File: config.mk
export PLATFORM = sky130hd
export DESIGN_NAME = lppc_top
export DESIGN_NICKNAME = d
export VERILOG_FILES = /design/src/lppc_pkg.sv /design/src/lppc_top.sv
export SDC_FILE = /design/constraint.sdc
export NUM_CORES = 1
export LEC_CHECK = 0
export ABC_AREA = 1
export BUFFER_PORTS_ARGS = -buffer_cell sky130_fd_sc_hd__buf_2
export CAP_MARGIN = 20
export CORE_MARGIN = 2
export CORE_UTILIZATION = 55
export CTS_CLUSTER_SIZE = 20
export DETAILED_ROUTE_END_ITERATION = 8
export GPL_ROUTABILITY_DRIVEN = 0
export GPL_TIMING_DRIVEN = 0
export PLACE_DENSITY_LB_ADDON = 0.12
export SETUP_SLACK_MARGIN = 0.02
export SYNTH_ARGS = -nofsm -noshare
export SYNTH_HDL_FRONTEND = slang
export SYNTH_SLANG_ARGS = --single-unit
export TNS_END_PERCENT = 100
File: constraint.sdc
create_clock -name sys_clk -period 22.6 [get_ports sys_clk]
set_clock_uncertainty 0.1 [all_clocks]
set_input_delay 4.52 -clock sys_clk [delete_from_list [all_inputs] [get_ports sys_clk]]
set_output_delay 4.52 -clock sys_clk [all_outputs]
set_load 0.005 [all_outputs]
File: src/lppc_pkg.sv
// Package: register map, field layout and timing for the pulse counter
package lppc_pkg;

  // Register byte offsets on the AXI4-Lite bus
  localparam int          ADDR_W       = 6;
  localparam logic [5:0]  OFS_MODE     = 6'h00; // Master mode
  localparam logic [5:0]  OFS_PULLUP   = 6'h04; // Pull-up configuration
  localparam logic [5:0]  OFS_DEB_HIGH = 6'h08; // Rising threshold
  localparam logic [5:0]  OFS_DEB_LOW  = 6'h0C; // Falling threshold
  localparam logic [5:0]  OFS_CMP0     = 6'h10; // Threshold, counter 0
  localparam logic [5:0]  OFS_CMP1     = 6'h14; // Threshold, counter 1
  localparam logic [5:0]  OFS_COUNT0   = 6'h18; // Counter 0, read only
  localparam logic [5:0]  OFS_COUNT1   = 6'h1C; // Counter 1, read only
  localparam logic [5:0]  OFS_IRQ_STAT = 6'h20; // Sticky events, W1C
  localparam logic [5:0]  OFS_IRQ_MASK = 6'h24; // Event mask
  localparam logic [5:0]  OFS_LEVELS   = 6'h28; // Debounced levels

  // Field positions
  localparam int MODE_LSB    = 6;  // Mode field 7:6
  localparam int RATE_LSB    = 4;  // Sample-rate field 5:4
  localparam int STRENGTH_LSB = 2; // Pull-up strength 4:2
  localparam int DUTY_LSB    = 0;  // Pull-up duty 1:0

  // Event bits in status and mask
  localparam int EV_W     = 4;
  localparam int EV_OVF0  = 0;
  localparam int EV_OVF1  = 1;
  localparam int EV_CMP0  = 2;
  localparam int EV_CMP1  = 3;

  // Counter limits and reset values
  localparam logic [23:0] COUNT_MAX    = 24'hFFFFFF;
  localparam logic [23:0] CMP_RESET    = 24'hFFFFFF;
  localparam logic [7:0]  DEB_RESET    = 8'h04;
  localparam logic [1:0]  RESP_OKAY    = 2'h0;
  localparam logic [1:0]  RESP_SLVERR  = 2'h2;

  // Sampling timing on the real-time clock
  localparam int RTC_PERIOD_NS   = 30518;  // 32.768 kHz
  localparam int SAMPLE_BASE_NS  = 250000; // Fastest interval, 250 us
  localparam int BASE_TICKS      = SAMPLE_BASE_NS / RTC_PERIOD_NS;
  localparam int EIGHTHS         = 8;      // Duty unit is 1/8 base interval

  // Counting modes
  typedef enum logic [1:0] {
    LPPC_OFF    = 2'h0,
    LPPC_SINGLE = 2'h1,
    LPPC_DUAL   = 2'h2,
    LPPC_QUAD   = 2'h3
  } lppc_mode_t;

  // Global configuration bundle
  typedef struct packed {
    lppc_mode_t  mode;     // Counting mode
    logic [1:0]  rate;     // Sample interval scale
    logic [2:0]  strength; // Pull-up current code
    logic [1:0]  duty;     // Pull-up duty code
    logic [7:0]  deb_high; // High samples to go high
    logic [7:0]  deb_low;  // Low samples to go low
    logic [23:0] cmp0;     // Threshold 0
    logic [23:0] cmp1;     // Threshold 1
  } lppc_cfg_t;

endpackage : lppc_pkg

File: src/lppc_top.sv
// Low-power pulse counter: sampling, debounce, counters, AXI4-Lite regs
module lppc_top
  import lppc_pkg::*;
(
  input  wire logic              sys_clk,
  input  wire logic              reset,
  input  wire logic              rtc_sample_clock,
  input  wire logic              count_input_a,
  input  wire logic              count_input_b,
  output logic                   pullup_en,
  output logic [2:0]             pullup_strength,
  output logic                   irq,
  input  wire logic [ADDR_W-1:0] s_axi_awaddr,
  input  wire logic              s_axi_awvalid,
  output logic                   s_axi_awready,
  input  wire logic [31:0]       s_axi_wdata,
  input  wire logic [3:0]        s_axi_wstrb,
  input  wire logic              s_axi_wvalid,
  output logic                   s_axi_wready,
  output logic [1:0]             s_axi_bresp,
  output logic                   s_axi_bvalid,
  input  wire logic              s_axi_bready,
  input  wire logic [ADDR_W-1:0] s_axi_araddr,
  input  wire logic              s_axi_arvalid,
  output logic                   s_axi_arready,
  output logic [31:0]            s_axi_rdata,
  output logic [1:0]             s_axi_rresp,
  output logic                   s_axi_rvalid,
  input  wire logic              s_axi_rready
);

  // Byte-lane merge of a write into a register image
  function automatic logic [31:0] lppc_merge(input logic [31:0] old_v,
                                             input logic [31:0] new_v,
                                             input logic [3:0]  strb);
    logic [31:0] res;
    res = old_v;
    for (int k = 0; k < 4; k++)
    begin
      if (strb[k])
        res[k*8 +: 8] = new_v[k*8 +: 8];
    end
    return res;
  endfunction : lppc_merge

  // Next clockwise state, pair written as {b, a}
  function automatic logic [1:0] lppc_cw_next(input logic [1:0] s);
    logic [1:0] n;
    case (s)
      2'h0:    n = 2'h2;  // LL -> HL
      2'h2:    n = 2'h3;  // HL -> HH
      2'h3:    n = 2'h1;  // HH -> LH
      default: n = 2'h0;  // LH -> LL
    endcase
    return n;
  endfunction : lppc_cw_next

  localparam logic [6:0] BASE_T = 7'(BASE_TICKS);  // Ticks per 250 us

  // Synchronisers: {rtc, b, a}
  logic [2:0]  sync1;        // First stage only
  logic [2:0]  sync2;        // Safe levels
  logic        rtc_prev;     // Last RTC level
  logic        rtc_tick;     // One cycle per RTC rising edge
  logic [6:0]  phase;        // Position in sample interval
  logic [6:0]  next_phase;
  logic [6:0]  interval;     // Ticks per sample interval
  logic [6:0]  on_ticks;     // Ticks of pull-up charging
  logic        sample_now;   // Sample strobe after charging
  logic        next_pullup;
  logic        cfg_clear;    // Mode register write this cycle

  // Configuration, counters, flags
  lppc_cfg_t   cfg;
  lppc_cfg_t   next_cfg;
  logic [23:0] cnt0;
  logic [23:0] cnt1;
  logic [23:0] next_cnt0;
  logic [23:0] next_cnt1;
  logic [EV_W-1:0] flags;    // Sticky events
  logic [EV_W-1:0] next_flags;
  logic [EV_W-1:0] mask;     // Interrupt mask
  logic [EV_W-1:0] next_mask;
  logic [EV_W-1:0] events;   // Events this cycle
  logic [1:0]  filt;         // Debounced levels {b, a}
  logic [1:0]  filt_prev;    // Previous debounced levels
  logic        inc0;
  logic        inc1;

  // Sampling interval: base scaled by rate, duty in eighths of base
  always_comb
  begin
    interval = BASE_T << cfg.rate;
    case (cfg.duty)
      2'h0:    on_ticks = 7'((BASE_TICKS * 2) / EIGHTHS);
      2'h1:    on_ticks = 7'((BASE_TICKS * 3) / EIGHTHS);
      2'h2:    on_ticks = 7'((BASE_TICKS * 4) / EIGHTHS);
      default: on_ticks = 7'((BASE_TICKS * 6) / EIGHTHS);
    endcase
    rtc_tick   = sync2[2] & ~rtc_prev;
    sample_now = rtc_tick && (phase == on_ticks);
    next_phase = phase;
    if (cfg_clear || cfg.mode == LPPC_OFF)
      next_phase = 7'h00;
    else if (rtc_tick)
      next_phase = (phase >= interval - 7'h01) ? 7'h00 : phase + 7'h01;
    // Pull-up only while charging and a current is chosen
    next_pullup = (cfg.mode != LPPC_OFF) && (cfg.strength != 3'h0)
                  && (next_phase < on_ticks);
  end

  // Synchroniser and timing registers
  always_ff @(posedge sys_clk or posedge reset)
  begin
    if (reset)
    begin
      sync1     <= 3'h0;
      sync2     <= 3'h0;
      rtc_prev  <= 1'b0;
      phase     <= 7'h00;
      pullup_en <= 1'b0;
    end
    else
    begin
      sync1     <= {rtc_sample_clock, count_input_b, count_input_a};
      sync2     <= sync1;
      rtc_prev  <= sync2[2];
      phase     <= next_phase;
      pullup_en <= next_pullup;
    end
  end

  // One debounce integrator per input, same thresholds for both
  for (genvar i = 0; i < 2; i++)
  begin : g_ch
    logic [7:0] integ;       // Net opposing samples
    logic [7:0] next_integ;
    logic       lvl;         // Debounced output
    logic       next_lvl;
    logic [7:0] th_up;
    logic [7:0] th_dn;

    // Opposing samples count up, agreeing ones count down
    always_comb
    begin
      th_up      = (cfg.deb_high == 8'h00) ? 8'h01 : cfg.deb_high;
      th_dn      = (cfg.deb_low == 8'h00) ? 8'h01 : cfg.deb_low;
      next_integ = integ;
      next_lvl   = lvl;
      if (cfg_clear)
      begin
        next_integ = 8'h00;
        next_lvl   = sync2[i];
      end
      else if (sample_now)
      begin
        if (sync2[i] != lvl)
        begin
          if (integ + 8'h01 >= (lvl ? th_dn : th_up))
          begin
            next_integ = 8'h00;
            next_lvl   = sync2[i];
          end
          else
            next_integ = integ + 8'h01;
        end
        else if (integ != 8'h00)
          next_integ = integ - 8'h01;
      end
    end

    // Integrator state
    always_ff @(posedge sys_clk or posedge reset)
    begin
      if (reset)
      begin
        integ <= 8'h00;
        lvl   <= 1'b0;
      end
      else
      begin
        integ <= next_integ;
        lvl   <= next_lvl;
      end
    end

    assign filt[i] = lvl;
  end : g_ch

  // Counter steering by mode and event detection
  always_comb
  begin
    inc0 = 1'b0;
    inc1 = 1'b0;
    case (cfg.mode)
      LPPC_SINGLE:
        inc0 = filt[0] & ~filt_prev[0];
      LPPC_DUAL:
      begin
        inc0 = filt[0] & ~filt_prev[0];
        inc1 = filt[1] & ~filt_prev[1];
      end
      LPPC_QUAD:
      begin
        // Only adjacent steps count; others are dropped
        inc0 = (filt != filt_prev) && (filt == lppc_cw_next(filt_prev));
        inc1 = (filt != filt_prev) && (filt_prev == lppc_cw_next(filt));
      end
      default:
      begin
        inc0 = 1'b0;
        inc1 = 1'b0;
      end
    endcase
    next_cnt0 = cnt0 + {23'h000000, inc0};
    next_cnt1 = cnt1 + {23'h000000, inc1};
    if (cfg_clear)
    begin
      next_cnt0 = 24'h000000;
      next_cnt1 = 24'h000000;
    end
    events          = '0;
    events[EV_OVF0] = inc0 && (cnt0 == COUNT_MAX);
    events[EV_OVF1] = inc1 && (cnt1 == COUNT_MAX);
    events[EV_CMP0] = inc0 && (cnt0 + 24'h000001 == cfg.cmp0);
    events[EV_CMP1] = inc1 && (cnt1 + 24'h000001 == cfg.cmp1);
  end

  // Counter registers
  always_ff @(posedge sys_clk or posedge reset)
  begin
    if (reset)
    begin
      cnt0      <= 24'h000000;
      cnt1      <= 24'h000000;
      filt_prev <= 2'h0;
    end
    else
    begin
      cnt0      <= next_cnt0;
      cnt1      <= next_cnt1;
      filt_prev <= cfg_clear ? sync2[1:0] : filt;
    end
  end

  // AXI4-Lite slave state
  logic              aw_held;
  logic              next_aw_held;
  logic [ADDR_W-1:0] aw_addr;
  logic [ADDR_W-1:0] next_aw_addr;
  logic              w_held;
  logic              next_w_held;
  logic [31:0]       w_data;
  logic [31:0]       next_w_data;
  logic [3:0]        w_strb;
  logic [3:0]        next_w_strb;
  logic              next_bvalid;
  logic [1:0]        next_bresp;
  logic              next_rvalid;
  logic [31:0]       next_rdata;
  logic [1:0]        next_rresp;
  logic              wr_fire;     // Address and data both present
  logic [31:0]       wr_val;      // Merged write value
  logic [31:0]       cur;         // Current image of written register

  // Ready terms: one write and one read outstanding
  assign s_axi_awready   = ~aw_held & ~s_axi_bvalid;
  assign s_axi_wready    = ~w_held & ~s_axi_bvalid;
  assign s_axi_arready   = ~s_axi_rvalid;
  assign irq             = |(flags & mask);
  assign pullup_strength = cfg.strength;
  assign cfg_clear       = wr_fire && (aw_addr == OFS_MODE);

  // Bus decode, register writes and read mux
  always_comb
  begin
    next_aw_held = aw_held;
    next_aw_addr = aw_addr;
    next_w_held  = w_held;
    next_w_data  = w_data;
    next_w_strb  = w_strb;
    if (s_axi_awvalid && s_axi_awready)
    begin
      next_aw_held = 1'b1;
      next_aw_addr = s_axi_awaddr;
    end
    if (s_axi_wvalid && s_axi_wready)
    begin
      next_w_held = 1'b1;
      next_w_data = s_axi_wdata;
      next_w_strb = s_axi_wstrb;
    end
    wr_fire     = aw_held & w_held & ~s_axi_bvalid;
    next_bvalid = s_axi_bvalid & ~s_axi_bready;
    next_bresp  = s_axi_bresp;
    next_cfg    = cfg;
    next_mask   = mask;
    next_flags  = flags;
    case (aw_addr)
      OFS_MODE:     cur = {24'h0, cfg.mode, cfg.rate, 4'h0};
      OFS_PULLUP:   cur = {27'h0, cfg.strength, cfg.duty};
      OFS_DEB_HIGH: cur = {24'h0, cfg.deb_high};
      OFS_DEB_LOW:  cur = {24'h0, cfg.deb_low};
      OFS_CMP0:     cur = {8'h0, cfg.cmp0};
      OFS_CMP1:     cur = {8'h0, cfg.cmp1};
      OFS_IRQ_MASK: cur = {28'h0, mask};
      default:      cur = 32'h0;
    endcase
    wr_val = lppc_merge(cur, w_data, w_strb);
    if (wr_fire)
    begin
      next_aw_held = 1'b0;
      next_w_held  = 1'b0;
      next_bvalid  = 1'b1;
      next_bresp   = RESP_OKAY;
      case (aw_addr)
        OFS_MODE:
        begin
          // Defaults everywhere else, then new mode and rate
          next_cfg.strength = 3'h0;
          next_cfg.duty     = 2'h0;
          next_cfg.deb_high = DEB_RESET;
          next_cfg.deb_low  = DEB_RESET;
          next_cfg.cmp0     = CMP_RESET;
          next_cfg.cmp1     = CMP_RESET;
          next_mask         = '0;
          next_flags        = '0;
          next_cfg.mode     = lppc_mode_t'(wr_val[MODE_LSB +: 2]);
          next_cfg.rate     = wr_val[RATE_LSB +: 2];
        end
        OFS_PULLUP:
        begin
          next_cfg.strength = wr_val[STRENGTH_LSB +: 3];
          next_cfg.duty     = wr_val[DUTY_LSB +: 2];
        end
        OFS_DEB_HIGH: next_cfg.deb_high = wr_val[7:0];
        OFS_DEB_LOW:  next_cfg.deb_low  = wr_val[7:0];
        OFS_CMP0:     next_cfg.cmp0     = wr_val[23:0];
        OFS_CMP1:     next_cfg.cmp1     = wr_val[23:0];
        OFS_IRQ_MASK: next_mask         = wr_val[EV_W-1:0];
        OFS_IRQ_STAT: next_flags = flags & ~(w_data[EV_W-1:0]
                                   & {EV_W{w_strb[0]}});
        OFS_COUNT0, OFS_COUNT1, OFS_LEVELS:
          next_bresp = RESP_OKAY;   // Read-only, write ignored
        default:
          next_bresp = RESP_SLVERR; // Unmapped
      endcase
    end
    // New events win over a clear, not over a mode write
    if (!cfg_clear)
      next_flags = next_flags | events;
    // Read channel
    next_rvalid = s_axi_rvalid & ~s_axi_rready;
    next_rdata  = s_axi_rdata;
    next_rresp  = s_axi_rresp;
    if (s_axi_arvalid && s_axi_arready)
    begin
      next_rvalid = 1'b1;
      next_rresp  = RESP_OKAY;
      case (s_axi_araddr)
        OFS_MODE:     next_rdata = {24'h0, cfg.mode, cfg.rate, 4'h0};
        OFS_PULLUP:   next_rdata = {27'h0, cfg.strength, cfg.duty};
        OFS_DEB_HIGH: next_rdata = {24'h0, cfg.deb_high};
        OFS_DEB_LOW:  next_rdata = {24'h0, cfg.deb_low};
        OFS_CMP0:     next_rdata = {8'h0, cfg.cmp0};
        OFS_CMP1:     next_rdata = {8'h0, cfg.cmp1};
        OFS_COUNT0:   next_rdata = {8'h0, cnt0};
        OFS_COUNT1:   next_rdata = {8'h0, cnt1};
        OFS_IRQ_STAT: next_rdata = {28'h0, flags};
        OFS_IRQ_MASK: next_rdata = {28'h0, mask};
        OFS_LEVELS:   next_rdata = {30'h0, filt};
        default:
        begin
          next_rdata = 32'h0;
          next_rresp = RESP_SLVERR;
        end
      endcase
    end
  end

  // Bus and register state
  always_ff @(posedge sys_clk or posedge reset)
  begin
    if (reset)
    begin
      aw_held      <= 1'b0;
      aw_addr      <= '0;
      w_held       <= 1'b0;
      w_data       <= 32'h0;
      w_strb       <= 4'h0;
      s_axi_bvalid <= 1'b0;
      s_axi_bresp  <= RESP_OKAY;
      s_axi_rvalid <= 1'b0;
      s_axi_rdata  <= 32'h0;
      s_axi_rresp  <= RESP_OKAY;
      cfg          <= '{mode: LPPC_OFF, rate: 2'h0, strength: 3'h0,
                        duty: 2'h0, deb_high: DEB_RESET,
                        deb_low: DEB_RESET, cmp0: CMP_RESET,
                        cmp1: CMP_RESET};
      mask         <= '0;
      flags        <= '0;
    end
    else
    begin
      aw_held      <= next_aw_held;
      aw_addr      <= next_aw_addr;
      w_held       <= next_w_held;
      w_data       <= next_w_data;
      w_strb       <= next_w_strb;
      s_axi_bvalid <= next_bvalid;
      s_axi_bresp  <= next_bresp;
      s_axi_rvalid <= next_rvalid;
      s_axi_rdata  <= next_rdata;
      s_axi_rresp  <= next_rresp;
      cfg          <= next_cfg;
      mask         <= next_mask;
      flags        <= next_flags;
    end
  end

endmodule : lppc_top

Word-level counts from Yosys, hierarchy flattened
Cells that the tools add are included.
Widths: inputs -> output; s select.
{ "totals": {"reg_bits": 237, "latchBits": 0, "ramBits": 0, "romBits": 0, "inputBits": 58, "out_inout_bits": 46, "word_cells": 222, "mem_count": 0} }
{ "op_classes": {"add_sub_neg": 10, "mul": 0, "div": 0, "order_cmp": 4, "n_eq_ne": 39, "shifts": 1, "n_mux": 57, "n_bitwise": 23, "n_reduce_logical": 56} }
{ "op_table": {"columns": ["cell", "n"], "rows": [
  ["$pmux 24 s11", 1],
  ["$pmux 24 s6", 1],
  ["$mux 8", 17],
  ["$pmux 24 s2", 2],
  ["$add 24x1->24", 2],
  ["$add 24x1->24 const B", 2],
  ["$eq 24x24->1", 2],
  ["$eq 24x24->1 const B", 2],
  ["$eq 6x5->1 const B", 8],
  ["$mux 24", 2],
  ["$eq 6x6->1 const B", 6],
  ["$pmux 8 s2", 2],
  ["$reduce_bool 2->1", 14],
  ["$eq 6x4->1 const B", 4],
  ["$reduce_or 11->1", 2],
  ["$mux 7", 3],
  ["$reduce_and 2->1", 9],
  ["$add 8x1->8 const B", 2],
  ["$ge 8x8->1", 2],
  ["$logic_not 8->1", 2],
  ["$pmux 4 s2", 2],
  ["$reduce_bool 8->1", 2],
  ["$sub 8x1->8 const B", 2],
  ["$eq 2x2->1 const B", 7],
  ["other kinds (31)", 92]
]} }

Depth between registers and ports, before layout
{ "depth": {"word_depth": 9, "ltp_mapped": 18, "ltp_nobuf": 18} }

Worst setup path before layout
No wires, ideal clock.
{ "synth_timing": {"kind": "in2reg", "from": "input port s_axi_araddr[0]", "to": "register s_axi_rdata[5]", "setup_time_ns": 0.066, "t_arrival_ns": 5.553, "required_time_ns": 22.434, "setup_slack_ns": 16.882, "stages": 10, "n_path_buf": 1, "path_cell_list": "inv_1 nand2_1 nor3_1 nand2_1 inv_1 buf_2 a21oi_1 o2111ai_1 nand2_1 nand2_1"} }
{ "synth_via": {"elab_chain_len": 2, "elab_cells_between_ends": 12, "cone_classes": "eq/ne: 10; mux: 1; reduce/logical: 1"} }
{ "synth_rtl": {"columns": ["item", "line", "rtl"], "rows": [
  ["start, declared", "lppc_top.sv:23", "input wire logic [ADDR_W-1:0] s_axi_araddr,"],
  ["$eq 6x6->1, or another cell as far along", "lppc_top.sv:360", "case (s_axi_araddr)"],
  ["$pmux 24 s11 (*)", "lppc_top.sv:360", null],
  ["end signal, assigned", "lppc_top.sv:413", "s_axi_rdata <= next_rdata;"],
  ["end, declared", "lppc_top.sv:26", "output logic [31:0] s_axi_rdata,"]
]} }
Mark *: on every way between the ends. The rest lies on a longest branch, timed or not.
A chain may end at the register's enable or synchronous reset.

Worst setup path after layout
{ "layout_timing": {"from": "register mask[2]", "to": "output port irq"} }
{ "layout_via": {"elab_chain_len": 2} }
{ "layout_rtl": {"columns": ["item", "line", "rtl"], "rows": [
  ["start, declared", "lppc_top.sv:82", "logic [EV_W-1:0] mask;"],
  ["start signal, assigned", "lppc_top.sv:416", "mask <= next_mask;"],
  ["$and 4x4->4", "lppc_top.sv:270", "assign irq = |(flags & mask);"],
  ["$reduce_or 4->1", "lppc_top.sv:270", null],
  ["end, declared", "lppc_top.sv:12", "output logic irq,"]
]} }
No other way between the ends.

==> reports/metrics.cfg <==
[hold_path]
min_path_type = flip-flop to flip-flop
min_from = sync1[2]
min_to = sync2[2]
whs_path_depth = 0

[worst_setup_path]
rrSetupSlack_ns = 19.22
r2r_start = cfg[72]
endpoint_kind = primary output
startpoint_type = flip-flop
worstPathCellList = inv_1 > o22ai_1 > a21oi_1 > o21ai_0 > buf_2
r2r-end = cnt0[20]
critPathSlowestCell = dfrtp_1
crit_path_max_incr_delay_ns = 0.38
arrival_ns = 1.65
required_ns = 17.98
path_class = flip-flop to primary output
cp_max_fo = 3
crit_buf_inv = 2
rr_worst_depth = 17
crit_family = compound AO/OA/AOI/OAI gates

[die]
die_w_um = 168
core-area_um2 = 26700
die_h_um = 168
dieArea_um2 = 28200
start_util_pct = 55.5
ios = 104
num_rows = 60

[run_status]
status = finished, final reports clean

[pwr]
combPwrFrac_pct = 33.4
pwr_density_cell_nw_per_um2 = 94.3
pwr-share-clk_pct = 29.1
p_leak_nw = 8.26
switching_share_pct = 38.6
p_int_mw = 0.963
irDropWorstVdd_mv = 0.0787
seq_power_share_pct = 37.5
finalPower_mw = 1.57
power_switching_mw = 0.606

[timing]
fmax_mhz = 160
rsz0062_at_grt = no
setup_viol = 0
slew_headroom_pct = 53.2
final.period_utilization_pct = 27.7
worst_slew_pin_slew_ns = 0.693
min_period_ns = 6.27
fin_setup_tns_ns = 0
hold_viol = 0
slew_viol_final = 0

[drt]
via_per_inst = 5.74
wl_per_cell_um = 18.8
ant_nets = 0
drc = 0
dr.pass1.iters = 6
routed_wl_mm = 47.2
via_count = 14400
first_iter_violations = 1604

[synth]
ys_ff_latch = 227
synth-edff-count = 0
syn_inst = 2025
synth_area_leaders = dfrtp_1 (30%), nand2_1 (12%), dfstp_2 (8.9%)
synth.cell_area_um2 = 14800
ys_dominant_reg_cell = dfrtp_1
synth_top_area_share_pct = 29.9
async_reset_ff_share_pct = 100
ys_types = 65
ys_warn_count = 0
yosysTopAreaCell = dfrtp_1
avgSynthCellArea_um2 = 7.31
synth_seq_area_share_pct = 38.8

[placement]
io_buffer_count = 84
dpl.hpwl_mm = 36.4

[cts]
cts-root-buf = clkbuf_16
clock_latency_ns = 0.55
cts_setup_buffers = 0
clk_pin_slew_ns = 0.06
cts_sinks = 227
ctsHtreeMaxLevel = 1
clockBufferDepth = 3
cts_tree = yes
post_cts_resized = 0
cts_buffers = 26
postCtsHoldBufs = 0

[job]
drv_cap = 0

[grt]
grt_max_degree = 92
grt_pass1_vias = 13600
grt_use_total_pct = 33.7
gr-total-overflow = 0
grt_pass1_wl_mm = 74.6
antenna_found_initial = 0

[finish]
antennaDiodeCount = 0
area_growth_pct = 12.5
drive_gt1_share_pct = 14.3
fillers = 2440
nets = 2246

-- cells in the mapped netlist (16+ instances only) --
cell and instances:
a21oi_1 105, buf_2 16, buf_4 18, clkbuf_1 23, dfrtp_1 177, dfstp_2 50, ha_1 40, inv_1 287
nand2_1 469, nand3_1 121, nand4_1 20, nor2_1 185, nor2_2 16, nor3_1 31, o21ai_0 133, o21ai_1 28
o22ai_1 67, xnor2_1 23, xor2_1 52
-- cells in the final DEF, fill, tap and decap left out, types with 16 or more instances in the layout --
| cell | count |
|---|---|
| clkbuf_1 | 32 |
| clkbuf_16 | 27 |
| buf_4 | 18 |
| dfstp_2 | 50 |
| o21ai_0 | 133 |
| dfrtp_1 | 177 |
| ha_1 | 40 |
| nor2_2 | 16 |
| nand2_1 | 469 |
| nand3_1 | 121 |
| inv_1 | 286 |
| xnor2_1 | 23 |
| xor2_1 | 52 |
| nor2_1 | 185 |
| o22ai_1 | 67 |
| o21ai_1 | 28 |
| a21oi_1 | 105 |
| buf_2 | 100 |
| nand4_1 | 20 |
| nor3_1 | 31 |
-- through the flow --
stage          area (µm²)  instances  utilization [%]  worst slack [ns]  hold WS (ns)
3_3_place_gp        15700       2459             58.8              9.19         0.234
2_1_floorplan       14800       2034                -             11.84         0.231
6_report            16600       2508             62.5             16.33         0.258
3_5_place_dp        15700       2461             59.1             16.09         0.236
5_1_grt             16600       2508             62.5             16.32         0.267
4_1_cts             16600       2508             62.5             16.36         0.260
-- area by class of cell --
class | count | area [µm²] | share of cell area [%]
Sequential cell | 227 | 5740 | 34.5
Inverter | 302 | 1140 | 6.85
Multi-Input combinational cell | 1436 | 7570 | 45.4
Timing Repair Buffer | 86 | 475 | 2.86
Clock buffer | 37 | 723 | 4.34
Buffer | 69 | 390 | 2.34
Clock inverter | 10 | 181 | 1.09
Tap cell | 341 | 427 | 2.56
-- worst max path at each step --
| stage | start | endpoint | slack [ns] | cells after the start |
|---|---|---|---|---|
| 2_1_floorplan | reset | aw_addr[0] | 11.84 | 1 |
| 3_3_place_gp | reset | cnt1[15] | 9.19 | 2 |
| 3_5_place_dp | s_axi_araddr[0] | s_axi_rdata[4] | 16.09 | 10 |
| 4_1_cts | mask[2] | irq | 16.36 | 5 |
| 5_1_grt | mask[2] | irq | 16.32 | 5 |
| 6_report | mask[2] | irq | 16.33 | 5 |
-- registers in the layout, summed over array words and instances (netlist names) --
signal / cells
aw_held: 1
s_axi_rvalid: 1
s_axi_bvalid: 1
sync1: 3
g_ch.integ: 16
w_held: 1
w_data: 24
s_axi_rdata: 24
filt_prev: 2
sync2: 3
rtc_prev: 1
cfg: 70
phase: 7
w_strb: 3
g_ch.lvl: 2
cnt0: 24
aw_addr: 6
flags: 4
pullup_en: 1
s_axi_bresp: 1
s_axi_rresp: 1
cnt1: 24
mask: 4
pullup_strength: 3
-- routing by layer --
layer | track usage [%] | part of all wire (%)
met1 | 47.4 | 43
met2 | 52.7 | 44
met4 | 11.6 | 3.6
met5 | 0 | 0
met3 | 6.23 | 9.7
-- cell families (layout without fill, tap and decap cells) --
family	count (synthesis)	after routing	synth area share (%)
buffers and inverters	371	504	10.3
flip-flops	227	227	38.8
XOR/XNOR	76	76	4.55
AND/OR/NAND/NOR	904	904	27.0
other	2	11	0.0507
adder cells (fa/ha/maj)	40	40	3.38
AO/OA/AOI/OAI	397	397	15.3
multiplexers	8	8	0.609
-- power by group through the flow --
stage               sequential, mW  combinational, mW  clock (mW)
floorplan                    0.558              0.377           0
global placement             0.587              0.500           0
detailed placement           0.590              0.513           0
CTS                          0.583              0.516       0.458
global route                 0.594              0.585       0.475
finish                       0.588              0.525       0.457
No activity file was read; power rests on OpenSTA's default activity.
